===== config.mk =====
export PLATFORM = sky130hd
export DESIGN_NAME = bpsp_port
export DESIGN_NICKNAME = d
export VERILOG_FILES = /design/src/bpsp_pkg.sv /design/src/bpsp_frame_timer.sv /design/src/bpsp_lane.sv /design/src/bpsp_port.sv
export SDC_FILE = /design/constraint.sdc
export NUM_CORES = 2
export LEC_CHECK = 0
export ABC_AREA = 1
export BUFFER_PORTS_ARGS = -buffer_cell sky130_fd_sc_hd__buf_2
export CAP_MARGIN = 20
export CORE_AREA = 2 2 549 551
export CTS_CLUSTER_SIZE = 16
export DETAILED_ROUTE_END_ITERATION = 7
export DIE_AREA = 0 0 551 553
export PLACE_DENSITY = 0.56
export SYNTH_ARGS = -nofsm -noshare
export SYNTH_HDL_FRONTEND = slang
export SYNTH_SLANG_ARGS = --single-unit

===== constraint.sdc =====
create_clock -name ref_clk_i -period 3.74 [get_ports ref_clk_i]
set_clock_uncertainty 0.2 [all_clocks]
set_input_delay 0.187 -clock ref_clk_i [delete_from_list [all_inputs] [get_ports ref_clk_i]]
set_output_delay 0.187 -clock ref_clk_i [all_outputs]
set_load 0.03 [all_outputs]

===== src/bpsp_pkg.sv =====
// Shared constants, types and helpers for the backplane stream port.
// Assumes a 125 MHz reference clock and an 8.192 MHz master clock pin.
package bpsp_pkg;

	// ==========================================================
	// Timing
	localparam int unsigned CLK_PERIOD_NS  = 8;
	localparam int unsigned MCLK_PERIOD_PS = 122070;
	localparam int unsigned FP_SHORT_NS    = 122;
	localparam int unsigned FP_LONG_NS     = 244;
	localparam int unsigned FRAME_NS       = 125000;
	// Quarter master-clock period in reference cycles, rounded down, at least one
	localparam int unsigned QTICK_RAW      = (MCLK_PERIOD_PS / 4) / (CLK_PERIOD_NS * 1000);
	localparam logic [4:0]  QTICK_CYC      = 5'((QTICK_RAW < 1) ? 1 : QTICK_RAW);
	// Frame pulse widths as counts of master clock edges
	localparam logic [1:0]  FP_SHORT_EDGES = 2'((FP_SHORT_NS * 1000 + MCLK_PERIOD_PS / 2) / MCLK_PERIOD_PS);
	localparam logic [1:0]  FP_LONG_EDGES  = 2'((FP_LONG_NS * 1000 + MCLK_PERIOD_PS / 2) / MCLK_PERIOD_PS);
	localparam int unsigned FRAME_CYC      = (FRAME_NS + CLK_PERIOD_NS - 1) / CLK_PERIOD_NS;

	// ==========================================================
	// Frame geometry
	localparam logic [10:0] MCLK_EDGES_PER_FRAME = 11'h400;
	localparam logic [10:0] MCLK_EDGES_HALF      = 11'h200;
	localparam logic [11:0] POS_RESET            = 12'h000;
	localparam logic [8:0]  CHAN_LIMIT_NARROW    = 9'h100;
	localparam int unsigned STREAMS              = 32;
	localparam int unsigned HALF_STREAMS         = 16;
	localparam logic [31:0] GROUP0_MASK          = 32'h1111_1111;

	// ==========================================================
	// Types
	typedef enum logic [1:0] {
		RATE_2M  = 2'h0,
		RATE_4M  = 2'h1,
		RATE_8M  = 2'h2,
		RATE_16M = 2'h3
	} bpsp_rate_e;

	typedef enum logic [2:0] {
		ST_DETECT = 3'b001,
		ST_ALIGN  = 3'b010,
		ST_RUN    = 3'b100
	} bpsp_state_e;

	typedef struct packed {
		logic mode32;
		logic pulse_width_select;
		logic clock_polarity_select;
		logic bp_output_reset_state;
		logic output_drive_enable;
	} bpsp_cfg_s;

	typedef struct packed {
		logic        tick;
		logic [11:0] pos;
		logic        frame_start;
		logic        locked;
		logic        gci;
	} bpsp_time_s;

	// ==========================================================
	// Helpers
	// Quarter-ticks per bit, as a shift: 32M=0 .. 2M=4
	function automatic logic [2:0] rate_shift(input logic mode32, input logic [1:0] code);
		rate_shift = mode32 ? 3'h0 : 3'(3'h4 - {1'b0, code});
	endfunction

	function automatic logic bit_step(input logic [11:0] pos, input logic [2:0] sh);
		logic [11:0] mask;
		mask     = 12'((12'h1 << sh) - 12'h1);
		bit_step = ((pos & mask) == 12'h000);
	endfunction

	function automatic logic [11:0] bit_index(input logic [11:0] pos, input logic [2:0] sh);
		bit_index = pos >> sh;
	endfunction

endpackage


===== src/bpsp_frame_timer.sv =====
// Master clock and frame pulse recovery, format detection, frame position.
// Assumes both inputs are raw pins, asynchronous to the reference clock.
`timescale 1ns/1ns
module bpsp_frame_timer import bpsp_pkg::*; (
	// Clock and reset
	input  wire logic  ref_clk_i,
	input  wire logic  rst_i,
	// Pins and setup
	input  wire logic  master_clock_in_i,
	input  wire logic  frame_pulse_in_i,
	input  wire logic  pulse_width_select_i,
	// Frame timing
	output bpsp_time_s time_o
);
	logic [2:0]  mclk_sync_reg;
	logic [2:0]  fp_sync_reg;
	logic        mclk_lvl_reg;
	logic        fp_lvl_reg;
	logic        gci_reg;
	logic [1:0]  run_reg;
	logic [10:0] edge_reg;
	logic [10:0] low_reg;
	logic [4:0]  phase_reg;
	bpsp_state_e state_reg;
	bpsp_time_s  time_reg;
	logic        mclk_rise;
	logic        fp_active;
	logic [1:0]  fp_width;
	logic        boundary;
	logic        tick_go;

	// ==========================================================
	// Pin synchronisers, a change counts when stages two and three agree
	always_ff @(posedge ref_clk_i) begin
		if (rst_i) begin
			mclk_sync_reg <= 3'h0;
			fp_sync_reg   <= 3'h7;
		end else begin
			mclk_sync_reg <= {mclk_sync_reg[1:0], master_clock_in_i};
			fp_sync_reg   <= {fp_sync_reg[1:0], frame_pulse_in_i};
		end
	end

	always_ff @(posedge ref_clk_i) begin
		if (rst_i) begin
			mclk_lvl_reg <= 1'b0;
			fp_lvl_reg   <= 1'b1;
		end else begin
			if (mclk_sync_reg[1] == mclk_sync_reg[2])
				mclk_lvl_reg <= mclk_sync_reg[2];
			if (fp_sync_reg[1] == fp_sync_reg[2])
				fp_lvl_reg <= fp_sync_reg[2];
		end
	end

	// Only the rising master clock edge marks time
	assign mclk_rise = (mclk_sync_reg[1] == mclk_sync_reg[2]) && mclk_sync_reg[2] && !mclk_lvl_reg;
	// Low-active pulse for the one style, high-active for the other
	assign fp_active = gci_reg ? fp_lvl_reg : !fp_lvl_reg;
	assign fp_width  = pulse_width_select_i ? FP_LONG_EDGES : FP_SHORT_EDGES;
	assign boundary  = mclk_rise && fp_active && (2'(run_reg + 2'h1) == fp_width);
	assign tick_go   = (state_reg == ST_RUN) || ((state_reg == ST_ALIGN) && boundary);

	// ==========================================================
	// Pulse run length, counted in master clock edges
	always_ff @(posedge ref_clk_i) begin
		if (rst_i)
			run_reg <= 2'h0;
		else if (mclk_rise)
			run_reg <= fp_active ? ((run_reg == 2'h3) ? run_reg : 2'(run_reg + 2'h1)) : 2'h0;
	end

	// ==========================================================
	// Two-frame start-up: one frame to learn the pulse style, one to align
	always_ff @(posedge ref_clk_i) begin
		if (rst_i) begin
			state_reg <= ST_DETECT;
			edge_reg  <= 11'h000;
			low_reg   <= 11'h000;
			gci_reg   <= 1'b0;
		end else begin
			case (state_reg)
				ST_DETECT: begin
					if (mclk_rise) begin
						edge_reg <= 11'(edge_reg + 11'h001);
						low_reg  <= 11'(low_reg + {10'h000, !fp_lvl_reg});
						if (11'(edge_reg + 11'h001) == MCLK_EDGES_PER_FRAME) begin
							// Pulse is the short minority level of the frame
							gci_reg   <= (low_reg >= MCLK_EDGES_HALF);
							state_reg <= ST_ALIGN;
						end
					end
				end
				ST_ALIGN:
					if (boundary)
						state_reg <= ST_RUN;
				ST_RUN:
					state_reg <= ST_RUN;
				default:
					state_reg <= ST_DETECT;
			endcase
		end
	end

	// ==========================================================
	// Quarter-period phase: four ticks per master clock period
	always_ff @(posedge ref_clk_i) begin
		if (rst_i)
			phase_reg <= 5'h00;
		else if (mclk_rise)
			phase_reg <= 5'h01;
		else if (phase_reg != 5'h1f)
			phase_reg <= 5'(phase_reg + 5'h01);
	end

	// ==========================================================
	// Frame position in quarter ticks, zeroed at each boundary
	always_ff @(posedge ref_clk_i) begin
		if (rst_i) begin
			time_reg <= '0;
		end else begin
			time_reg.tick        <= tick_go && (mclk_rise || phase_reg == QTICK_CYC ||
				phase_reg == 5'(2 * QTICK_CYC) || phase_reg == 5'(3 * QTICK_CYC));
			time_reg.frame_start <= tick_go && boundary;
			time_reg.locked      <= (state_reg == ST_RUN);
			time_reg.gci         <= gci_reg;
			if (tick_go && boundary)
				time_reg.pos <= POS_RESET;
			else if (tick_go && (mclk_rise || phase_reg == QTICK_CYC ||
				phase_reg == 5'(2 * QTICK_CYC) || phase_reg == 5'(3 * QTICK_CYC)))
				time_reg.pos <= 12'(time_reg.pos + 12'h001);
		end
	end

	assign time_o = time_reg;

endmodule


===== src/bpsp_lane.sv =====
// One backplane stream: input deserialiser and output serialiser.
// Assumes the serial input is already synchronised to the reference clock.
`timescale 1ns/1ns
module bpsp_lane import bpsp_pkg::*; (
	// Clock and reset
	input  wire logic       ref_clk_i,
	input  wire logic       rst_i,
	// Frame timing
	input  wire logic       tick_i,
	input  wire logic [11:0] pos_i,
	input  wire logic [2:0] in_shift_i,
	input  wire logic [2:0] out_shift_i,
	// Receive side
	input  wire logic       serial_in_i,
	output logic      [7:0] rx_data_o,
	output logic      [8:0] rx_chan_o,
	output logic            rx_valid_o,
	// Transmit side
	input  wire logic [7:0] tx_data_i,
	input  wire logic       tx_active_i,
	output logic      [8:0] tx_chan_o,
	output logic            serial_out_o,
	output logic            tx_en_o
);
	logic [7:0]  in_sh_reg;
	logic [7:0]  out_sh_reg;
	logic        tx_en_reg;
	logic [11:0] in_bit;
	logic [11:0] out_bit;
	logic        in_step;
	logic        out_step;

	assign in_bit   = bit_index(pos_i, in_shift_i);
	assign out_bit  = bit_index(pos_i, out_shift_i);
	assign in_step  = tick_i && bit_step(pos_i, in_shift_i);
	assign out_step = tick_i && bit_step(pos_i, out_shift_i);

	// ==========================================================
	// Receive: MSB first, a byte handed out after its eighth bit
	always_ff @(posedge ref_clk_i) begin
		if (rst_i) begin
			in_sh_reg  <= 8'h00;
			rx_data_o  <= 8'h00;
			rx_chan_o  <= 9'h000;
			rx_valid_o <= 1'b0;
		end else begin
			rx_valid_o <= 1'b0;
			if (in_step) begin
				in_sh_reg <= {in_sh_reg[6:0], serial_in_i};
				if (in_bit[2:0] == 3'h7) begin
					rx_data_o  <= {in_sh_reg[6:0], serial_in_i};
					rx_chan_o  <= in_bit[11:3];
					rx_valid_o <= 1'b1;
				end
			end
		end
	end

	// Channel being fetched; the byte is taken on its first bit
	assign tx_chan_o = out_bit[11:3];

	// ==========================================================
	// Transmit: load at bit zero, idle line is high
	always_ff @(posedge ref_clk_i) begin
		if (rst_i) begin
			out_sh_reg <= 8'hff;
			tx_en_reg  <= 1'b0;
		end else if (out_step) begin
			if (out_bit[2:0] == 3'h0) begin
				out_sh_reg <= tx_data_i;
				tx_en_reg  <= tx_active_i;
			end else begin
				out_sh_reg <= {out_sh_reg[6:0], 1'b1};
			end
		end
	end

	assign serial_out_o = out_sh_reg[7];
	assign tx_en_o      = tx_en_reg;

endmodule


===== src/bpsp_port.sv =====
// Backplane serial TDM stream port: 32 in / 32 out streams, or 16 at 32 Mb/s.
// Assumes a 125 MHz reference clock; all frame timing pins are asynchronous.
//
// What this block does
// - Input rates 16/8/4/2 Mb/s, 256..32 channels
// - Each input stream rate set independently
// - Each output stream rate set independently
// - 32 Mb/s mode: streams 0-15, 512 channels
// - 32 Mb/s mode ignores inputs 16 to 31
// - 32 Mb/s mode leaves outputs 16-31 unused
// - Enable k covers streams with index mod 4
// - 32 Mb/s: enable 3 covers 3,7,11,15
// - Frame pulse 122 or 244 ns, width select
// - Auto-detect frame pulse style
// - Frame boundary on master clock rising edge
// - Reset asserts asynchronously, releases synchronously
// - In reset outputs high or high-impedance
// - Reset clears registers and counters
// - Initial output state follows reset state input
// - Drive enable low forces idle outputs
// - Two frames of start-up first: format detection, then alignment
`timescale 1ns/1ns
module bpsp_port import bpsp_pkg::*; #(
	parameter int unsigned FRAME_CYCLES = FRAME_CYC
) (
	// Clock and reset
	input  wire logic             ref_clk_i,
	input  wire logic             reset_i,
	input  wire logic             device_reset_n_i,
	// Frame timing pins
	input  wire logic             master_clock_in_i,
	input  wire logic             frame_pulse_in_i,
	// Configuration
	input  wire bpsp_cfg_s        cfg_i,
	input  wire logic [31:0][1:0] in_rate_i,
	input  wire logic [31:0][1:0] out_rate_i,
	// Serial inputs
	input  wire logic [15:0]      bp_serial_in_low_i,
	input  wire logic [15:0]      bp_serial_in_high_i,
	// Serial outputs, oe_n enables low while driving, buffer enables high
	output logic      [15:0]      bp_serial_out_low_o,
	output logic      [15:0]      bp_serial_out_low_oe_n_o,
	output logic      [15:0]      bp_serial_out_high_o,
	output logic      [15:0]      bp_serial_out_high_oe_n_o,
	output logic      [3:0]       bp_channel_buffer_enable_o,
	// Channel data to send
	input  wire logic [31:0][7:0] tx_data_i,
	input  wire logic [31:0]      bp_channel_active_bit_i,
	output logic      [31:0][8:0] tx_chan_o,
	// Channel data received
	output logic      [31:0][7:0] rx_data_o,
	output logic      [31:0][8:0] rx_chan_o,
	output logic      [31:0]      rx_valid_o,
	// Status
	output logic                  frame_locked_o,
	output logic                  gci_format_o,
	output logic                  frame_start_o
);
	logic [2:0]  rstn_sync_reg;
	logic        rstn_lvl_reg;
	logic        int_rst;
	logic [31:0] din_s0_reg;
	logic [31:0] din_s1_reg;
	logic [31:0] din_s2_reg;
	logic [31:0] din_lvl_reg;
	logic [31:0] din_agree;
	logic [31:0] lane_live;
	logic [31:0] lane_out;
	logic [31:0] lane_en;
	logic [31:0] pin_out;
	logic [31:0] pin_oe_n;
	logic [3:0]  be_reg;
	logic        force_idle;
	bpsp_time_s  tm;

	// ==========================================================
	// Device reset pin: synchronised release, internal reset held meanwhile
	always_ff @(posedge ref_clk_i) begin
		if (reset_i)
			rstn_sync_reg <= 3'h0;
		else
			rstn_sync_reg <= {rstn_sync_reg[1:0], device_reset_n_i};
	end

	// A pulse shorter than the synchroniser agreement window is not seen
	always_ff @(posedge ref_clk_i) begin
		if (reset_i)
			rstn_lvl_reg <= 1'b0;
		else if (rstn_sync_reg[1] == rstn_sync_reg[2])
			rstn_lvl_reg <= rstn_sync_reg[2];
	end

	assign int_rst = reset_i || !rstn_lvl_reg;

	// ==========================================================
	// Serial input synchronisers, three stages per pin
	always_ff @(posedge ref_clk_i) begin
		if (int_rst) begin
			din_s0_reg <= 32'h0000_0000;
			din_s1_reg <= 32'h0000_0000;
			din_s2_reg <= 32'h0000_0000;
		end else begin
			din_s0_reg <= {bp_serial_in_high_i, bp_serial_in_low_i};
			din_s1_reg <= din_s0_reg;
			din_s2_reg <= din_s1_reg;
		end
	end

	assign din_agree = ~(din_s1_reg ^ din_s2_reg);

	always_ff @(posedge ref_clk_i) begin
		if (int_rst)
			din_lvl_reg <= 32'h0000_0000;
		else
			din_lvl_reg <= (din_s2_reg & din_agree) | (din_lvl_reg & ~din_agree);
	end

	// ==========================================================
	// Frame recovery; clock_polarity_select is expected at one, only rising edges align
	bpsp_frame_timer u_timer (
		.ref_clk_i            (ref_clk_i),
		.rst_i                (int_rst),
		.master_clock_in_i    (master_clock_in_i),
		.frame_pulse_in_i     (frame_pulse_in_i),
		.pulse_width_select_i (cfg_i.pulse_width_select),
		.time_o               (tm)
	);

	// ==========================================================
	// Stream lanes; upper half sits idle in the 32 Mb/s mode
	for (genvar s = 0; s < STREAMS; s++) begin : g_lane
		assign lane_live[s] = !cfg_i.mode32 || (s < HALF_STREAMS);

		bpsp_lane u_lane (
			.ref_clk_i    (ref_clk_i),
			.rst_i        (int_rst),
			.tick_i       (tm.tick && lane_live[s]),
			.pos_i        (tm.pos),
			.in_shift_i   (rate_shift(cfg_i.mode32, in_rate_i[s])),
			.out_shift_i  (rate_shift(cfg_i.mode32, out_rate_i[s])),
			.serial_in_i  (din_lvl_reg[s]),
			.rx_data_o    (rx_data_o[s]),
			.rx_chan_o    (rx_chan_o[s]),
			.rx_valid_o   (rx_valid_o[s]),
			.tx_data_i    (tx_data_i[s]),
			.tx_active_i  (bp_channel_active_bit_i[s]),
			.tx_chan_o    (tx_chan_o[s]),
			.serial_out_o (lane_out[s]),
			.tx_en_o      (lane_en[s])
		);
	end

	// ==========================================================
	// Buffer enables: group k is every live stream with index mod 4 == k
	always_ff @(posedge ref_clk_i) begin
		if (int_rst)
			be_reg <= 4'h0;
		else
			for (int k = 0; k < 4; k++)
				be_reg[k] <= |(lane_en & lane_live & (GROUP0_MASK << k));
	end

	// ==========================================================
	// Output forcing; the reset pin acts here without waiting for a clock
	assign force_idle = !device_reset_n_i || int_rst || !cfg_i.output_drive_enable || !tm.locked;

	always_comb begin
		for (int s = 0; s < STREAMS; s++) begin
			if (force_idle || !lane_live[s]) begin
				pin_out[s]  = 1'b1;
				pin_oe_n[s] = cfg_i.bp_output_reset_state;
			end else begin
				pin_out[s]  = lane_out[s];
				// Tristate per channel only when the reset state asks for it
				pin_oe_n[s] = cfg_i.bp_output_reset_state && !lane_en[s];
			end
		end
	end

	assign bp_serial_out_low_o        = pin_out[15:0];
	assign bp_serial_out_high_o       = pin_out[31:16];
	assign bp_serial_out_low_oe_n_o   = pin_oe_n[15:0];
	assign bp_serial_out_high_oe_n_o  = pin_oe_n[31:16];
	assign bp_channel_buffer_enable_o = force_idle ? 4'h0 : be_reg;
	assign frame_locked_o             = tm.locked;
	assign gci_format_o               = tm.gci;
	assign frame_start_o              = tm.frame_start;

	// ==========================================================
	// Checks
	logic [14:0] since_rst_reg;

	// Cycles since reset, saturating
	always_ff @(posedge ref_clk_i) begin
		if (int_rst)
			since_rst_reg <= 15'h0000;
		else if (since_rst_reg != 15'h7fff)
			since_rst_reg <= 15'(since_rst_reg + 15'h0001);
	end
endmodule


==> run summary <==
The count of flip-flops with a built-in enable after synthesis came out at 0. The placer congestion estimate is 1.00, and the part of the cycle the worst path needs is 98.1%. The cell with the most instances after synthesis was sky130_fd_sc_hd__nand2_1. STA puts the critical path data required time at 4240 ps. In this run the count of I/O pins placed on the die edge is 1,393. Data arrives at the worst endpoint at 4170 ps.

The transition time at the pin with the least slew margin was 1080 ps. The wire length of the first global-routing pass came out at 609,000 um. The tools report the net count of the finished layout as 16,555.

Category of the most critical setup path: in2reg. The violation count after the first detailed-routing iteration is 10,706, and the number of library cell types mapped by synthesis is 56. The run finished with clean final reports. Summing all placed instances gives a cell area of 0.0957 mm^2. For this design the ratio of total power to cell area is 313 mW/mm^2. For the sequential share of the synthesized area, the log shows 30.7%. The tools report the worst IR drop on VDD as 0.000318 V. Setup violations remaining at the end of the flow were counted as 0. The biggest fanout along the worst timing path was 32; the area of the die was 0.305 mm^2.

The clock tree synthesis step divided the H-tree into 4 levels. Clock latency on the worst-skew pair, taken at its later pin, is 860 ps. The root buffer cell was sky130_fd_sc_hd__clkbuf_16.

The share of synthesized area in the top cell type comes to 30.7%. Each instance of the synthesized netlist takes up on average 6.00 um^2. The count of yosys warnings during synthesis was 0.

The tool flagged a number of max-cap violations equal to 0. Post-synthesis cell type with the largest combined area: sky130_fd_sc_hd__dfxtp_1. For this run, the number of standard cells in the final layout without fillers is 20,093. Synthesis produced a netlist whose cell count is 13,918. The share of synthesized flip-flops with an asynchronous set or reset is 0%. The worst register-to-register path has a setup slack of 120 ps. Once detailed placement completed, the half-perimeter wirelength came to 304,000 um. In the final timing run, aggregate negative setup slack is 0 ps. The maximum number of pins on one net before global-route repair was 125; the number of hold violations in the final report was 0. For the leakage power total, the log shows 48.1 nW. The startpoint of the tightest hold check path was cfg_i[4]. The number of max-slew violations in the final report was 0; the clock-pin slew on the worst setup and hold paths was 60 ps. After floorplanning, the core was sized to cover 0.299 mm^2. Starting density of the core: 27.9%. In this run the horizontal extent of the chip is 551 um. The overall die height was 553 um. The post-synth design cell area was 0.0835 mm^2.

The total number of placement rows came out at 201. The startpoint of the worst register-to-register path was u_timer.time_o[11]$_SDFFE_PP0P_. The number of filler instances in the final layout was 32,384; the final instance area was 0.110 mm^2. The overall routed net length is 420,000 um, and the overall track demand over capacity in global routing is 26.1%.

For the number of buffers on the longest clock path, the log shows 4. The most used flip-flop cell after synthesis is sky130_fd_sc_hd__dfxtp_1. The most critical setup path has its startpoint at cfg_i[4].

The worst min-delay path class was in2reg. The area growth from synthesis to layout is 32.0%. Time the worst path needs with I/O delays and setup: 3670 ps. The worst pin sits at a relative slew slack of 27.1%. The synthesis-stage register bit count is 1,281.

The post-placement cell count is 18,861, and the count of input and output buffers is 1,391. For the number of iterations in the first detailed-routing pass, the log shows 6. Setup repair after global routing left no endpoint under its margin. STA classifies the critical path endpoint as a flip-flop. By area the synthesized netlist is led by sky130_fd_sc_hd__dfxtp_1 (31%), sky130_fd_sc_hd__nand2_1 (18%), sky130_fd_sc_hd__o21ai_0 (7.9%), sky130_fd_sc_hd__nand3_1 (7.7%), sky130_fd_sc_hd__nor2_1 (7.5%).

The number of buffers created by CTS is 160. TritonCTS built the clock tree. In the routed design, unresolved DRC markers number 0. Initial antenna violation count: 75. By count the netlist is led by sky130_fd_sc_hd__nand2_1 (3,976), sky130_fd_sc_hd__nor2_1 (1,663), sky130_fd_sc_hd__o21ai_0 (1,318). The total global routing overflow is 0. The post-route netlist has 15.3% of its cells at a drive strength greater than 1. The register with the most flip-flops in the layout has 288 of them. The per-cell via count in the routed design came out at 5.10.

In the final routed layout, each cell accounts on average for 20.9 um. The clock net sink count was 1,281; the number of nets produced by synthesis was 14,514. The number of global-route vias before repair is 94,127. The worst setup path is launched from a primary input. The detailed router placed 102,374 vias in this run.

Once detail routing completed, the nets flagged for antenna violations numbered 0. Based on the critical path, the design can be clocked at up to 0.273 GHz.
[worst max-delay path: stages]
cell and delay [ps]:
sky130_fd_sc_hd__clkbuf_8 170, sky130_fd_sc_hd__dlygate4sd3_1 640, sky130_fd_sc_hd__buf_12 240, sky130_fd_sc_hd__buf_12 290, sky130_fd_sc_hd__nor2_1 170, sky130_fd_sc_hd__nor2_1 330
sky130_fd_sc_hd__nand2_1 120, sky130_fd_sc_hd__ha_1 310, sky130_fd_sc_hd__o211ai_1 80, sky130_fd_sc_hd__nor2_1 210, sky130_fd_sc_hd__nand3_1 110, sky130_fd_sc_hd__nor2_2 340
sky130_fd_sc_hd__nand3_1 110, sky130_fd_sc_hd__dlygate4sd3_1 580, sky130_fd_sc_hd__nand2_1 60, sky130_fd_sc_hd__nor2_1 40
[repair_timing]
item | CTS | global route
hold buffers | 879 | 0
resized for setup | 0 | 33
hold endpoints to repair | 866 | 0
setup endpoints to repair | 0 | 42
setup buffers | 0 | 15
[layer usage]
layer  up-vias  GRT usage, %  part of all wire, %  wire [um]
met5         -             0                0.049        207
met4        32          16.8                  7.1      29900
met3      1123          5.64                  9.0      37700
met2      4710          41.2                   44     184000
met1     46898          32.1                   40     168000
li1      49611             -                    -          -
[report_power, final]
part	total, W	switching [W]	internal [W]
Sequential	0.0136	0.000000630	0.0136
Clock	0.0159	0.00669	0.00923
Combinational	0.00494	0.00323	0.00171
Total	0.0345	0.00993	0.0246
[worst paths after layout]
kind	end	cells past startpoint
worst max-delay path	g_lane[8].u_lane.tx_en_o$_SDFFE_PP0P_	16
worst min-delay path	g_lane[12].u_lane.rx_chan_o[5]$_SDFFE_PP0P_	6
worst max register to register	g_lane[30].u_lane.out_sh_reg[0]$_SDFFE_PP1P_	11
worst min register to register	din_s1_reg[18]$_SDFF_PP0_	2
[through the flow]
stage / utilization [%] / setup slack [ps] / hold slack, ps / total power, W
2_1_floorplan: - / 492 / 58.2 / 0.0168
3_3_place_gp: 32.0 / 155 / 198 / 0.0182
3_5_place_dp: 32.0 / 121 / 199 / 0.0182
4_1_cts: 36.7 / 12.5 / 0.764 / 0.0347
5_1_grt: 36.9 / 2.15 / 6.64 / 0.0358
6_report: 36.9 / 70.4 / 57.3 / 0.0345
[cell usage in the layout (no fill, tap or decap), types with 58 or more instances in the layout]
master / instances
sky130_fd_sc_hd__o21ai_1: 78
sky130_fd_sc_hd__buf_12: 64
sky130_fd_sc_hd__or2_2: 61
sky130_fd_sc_hd__buf_2: 1388
sky130_fd_sc_hd__nor3_1: 99
sky130_fd_sc_hd__ha_1: 137
sky130_fd_sc_hd__o211ai_1: 97
sky130_fd_sc_hd__inv_1: 1219
sky130_fd_sc_hd__a21oi_1: 787
sky130_fd_sc_hd__nand2_1: 3969
sky130_fd_sc_hd__nand3b_1: 152
sky130_fd_sc_hd__o21ai_0: 1317
sky130_fd_sc_hd__buf_4: 396
sky130_fd_sc_hd__dfxtp_1: 1268
sky130_fd_sc_hd__nand2_2: 67
sky130_fd_sc_hd__clkbuf_16: 161
sky130_fd_sc_hd__nor2_2: 95
sky130_fd_sc_hd__nor2_1: 1654
sky130_fd_sc_hd__nand3_1: 1279
sky130_fd_sc_hd__o221ai_1: 58
sky130_fd_sc_hd__dlygate4sd3_1: 879
sky130_fd_sc_hd__nand4_1: 287
sky130_fd_sc_hd__o22ai_1: 103
[layout make-up]
type                    count  area (um^2)  share of cell area [%]
multi-input cells       10515        49200                    44.7
flip-flops and latches   1281        25700                    23.3
repair buffers           2732        20100                    18.2
well taps                3958         4950                    4.49
inverters                1269         4840                    4.40
clock buffers             222         4610                    4.18
clock inverters            65          701                   0.636
diodes                     51          128                   0.116
[logic make-up after synthesis]
logic type / count (synthesis) / synth area share, %
AOI/OAI and AO/OA: 2586 / 16.7
xor gates and xnor gates: 15 / 0.157
adders and majority gates: 138 / 2.07
buffers and inverters: 2122 / 10.5
DFF: 1281 / 30.7
muxes: 17 / 0.204
and+or+nand+nor: 7759 / 39.6
Note: power is estimated with default switching activity, not from simulation.
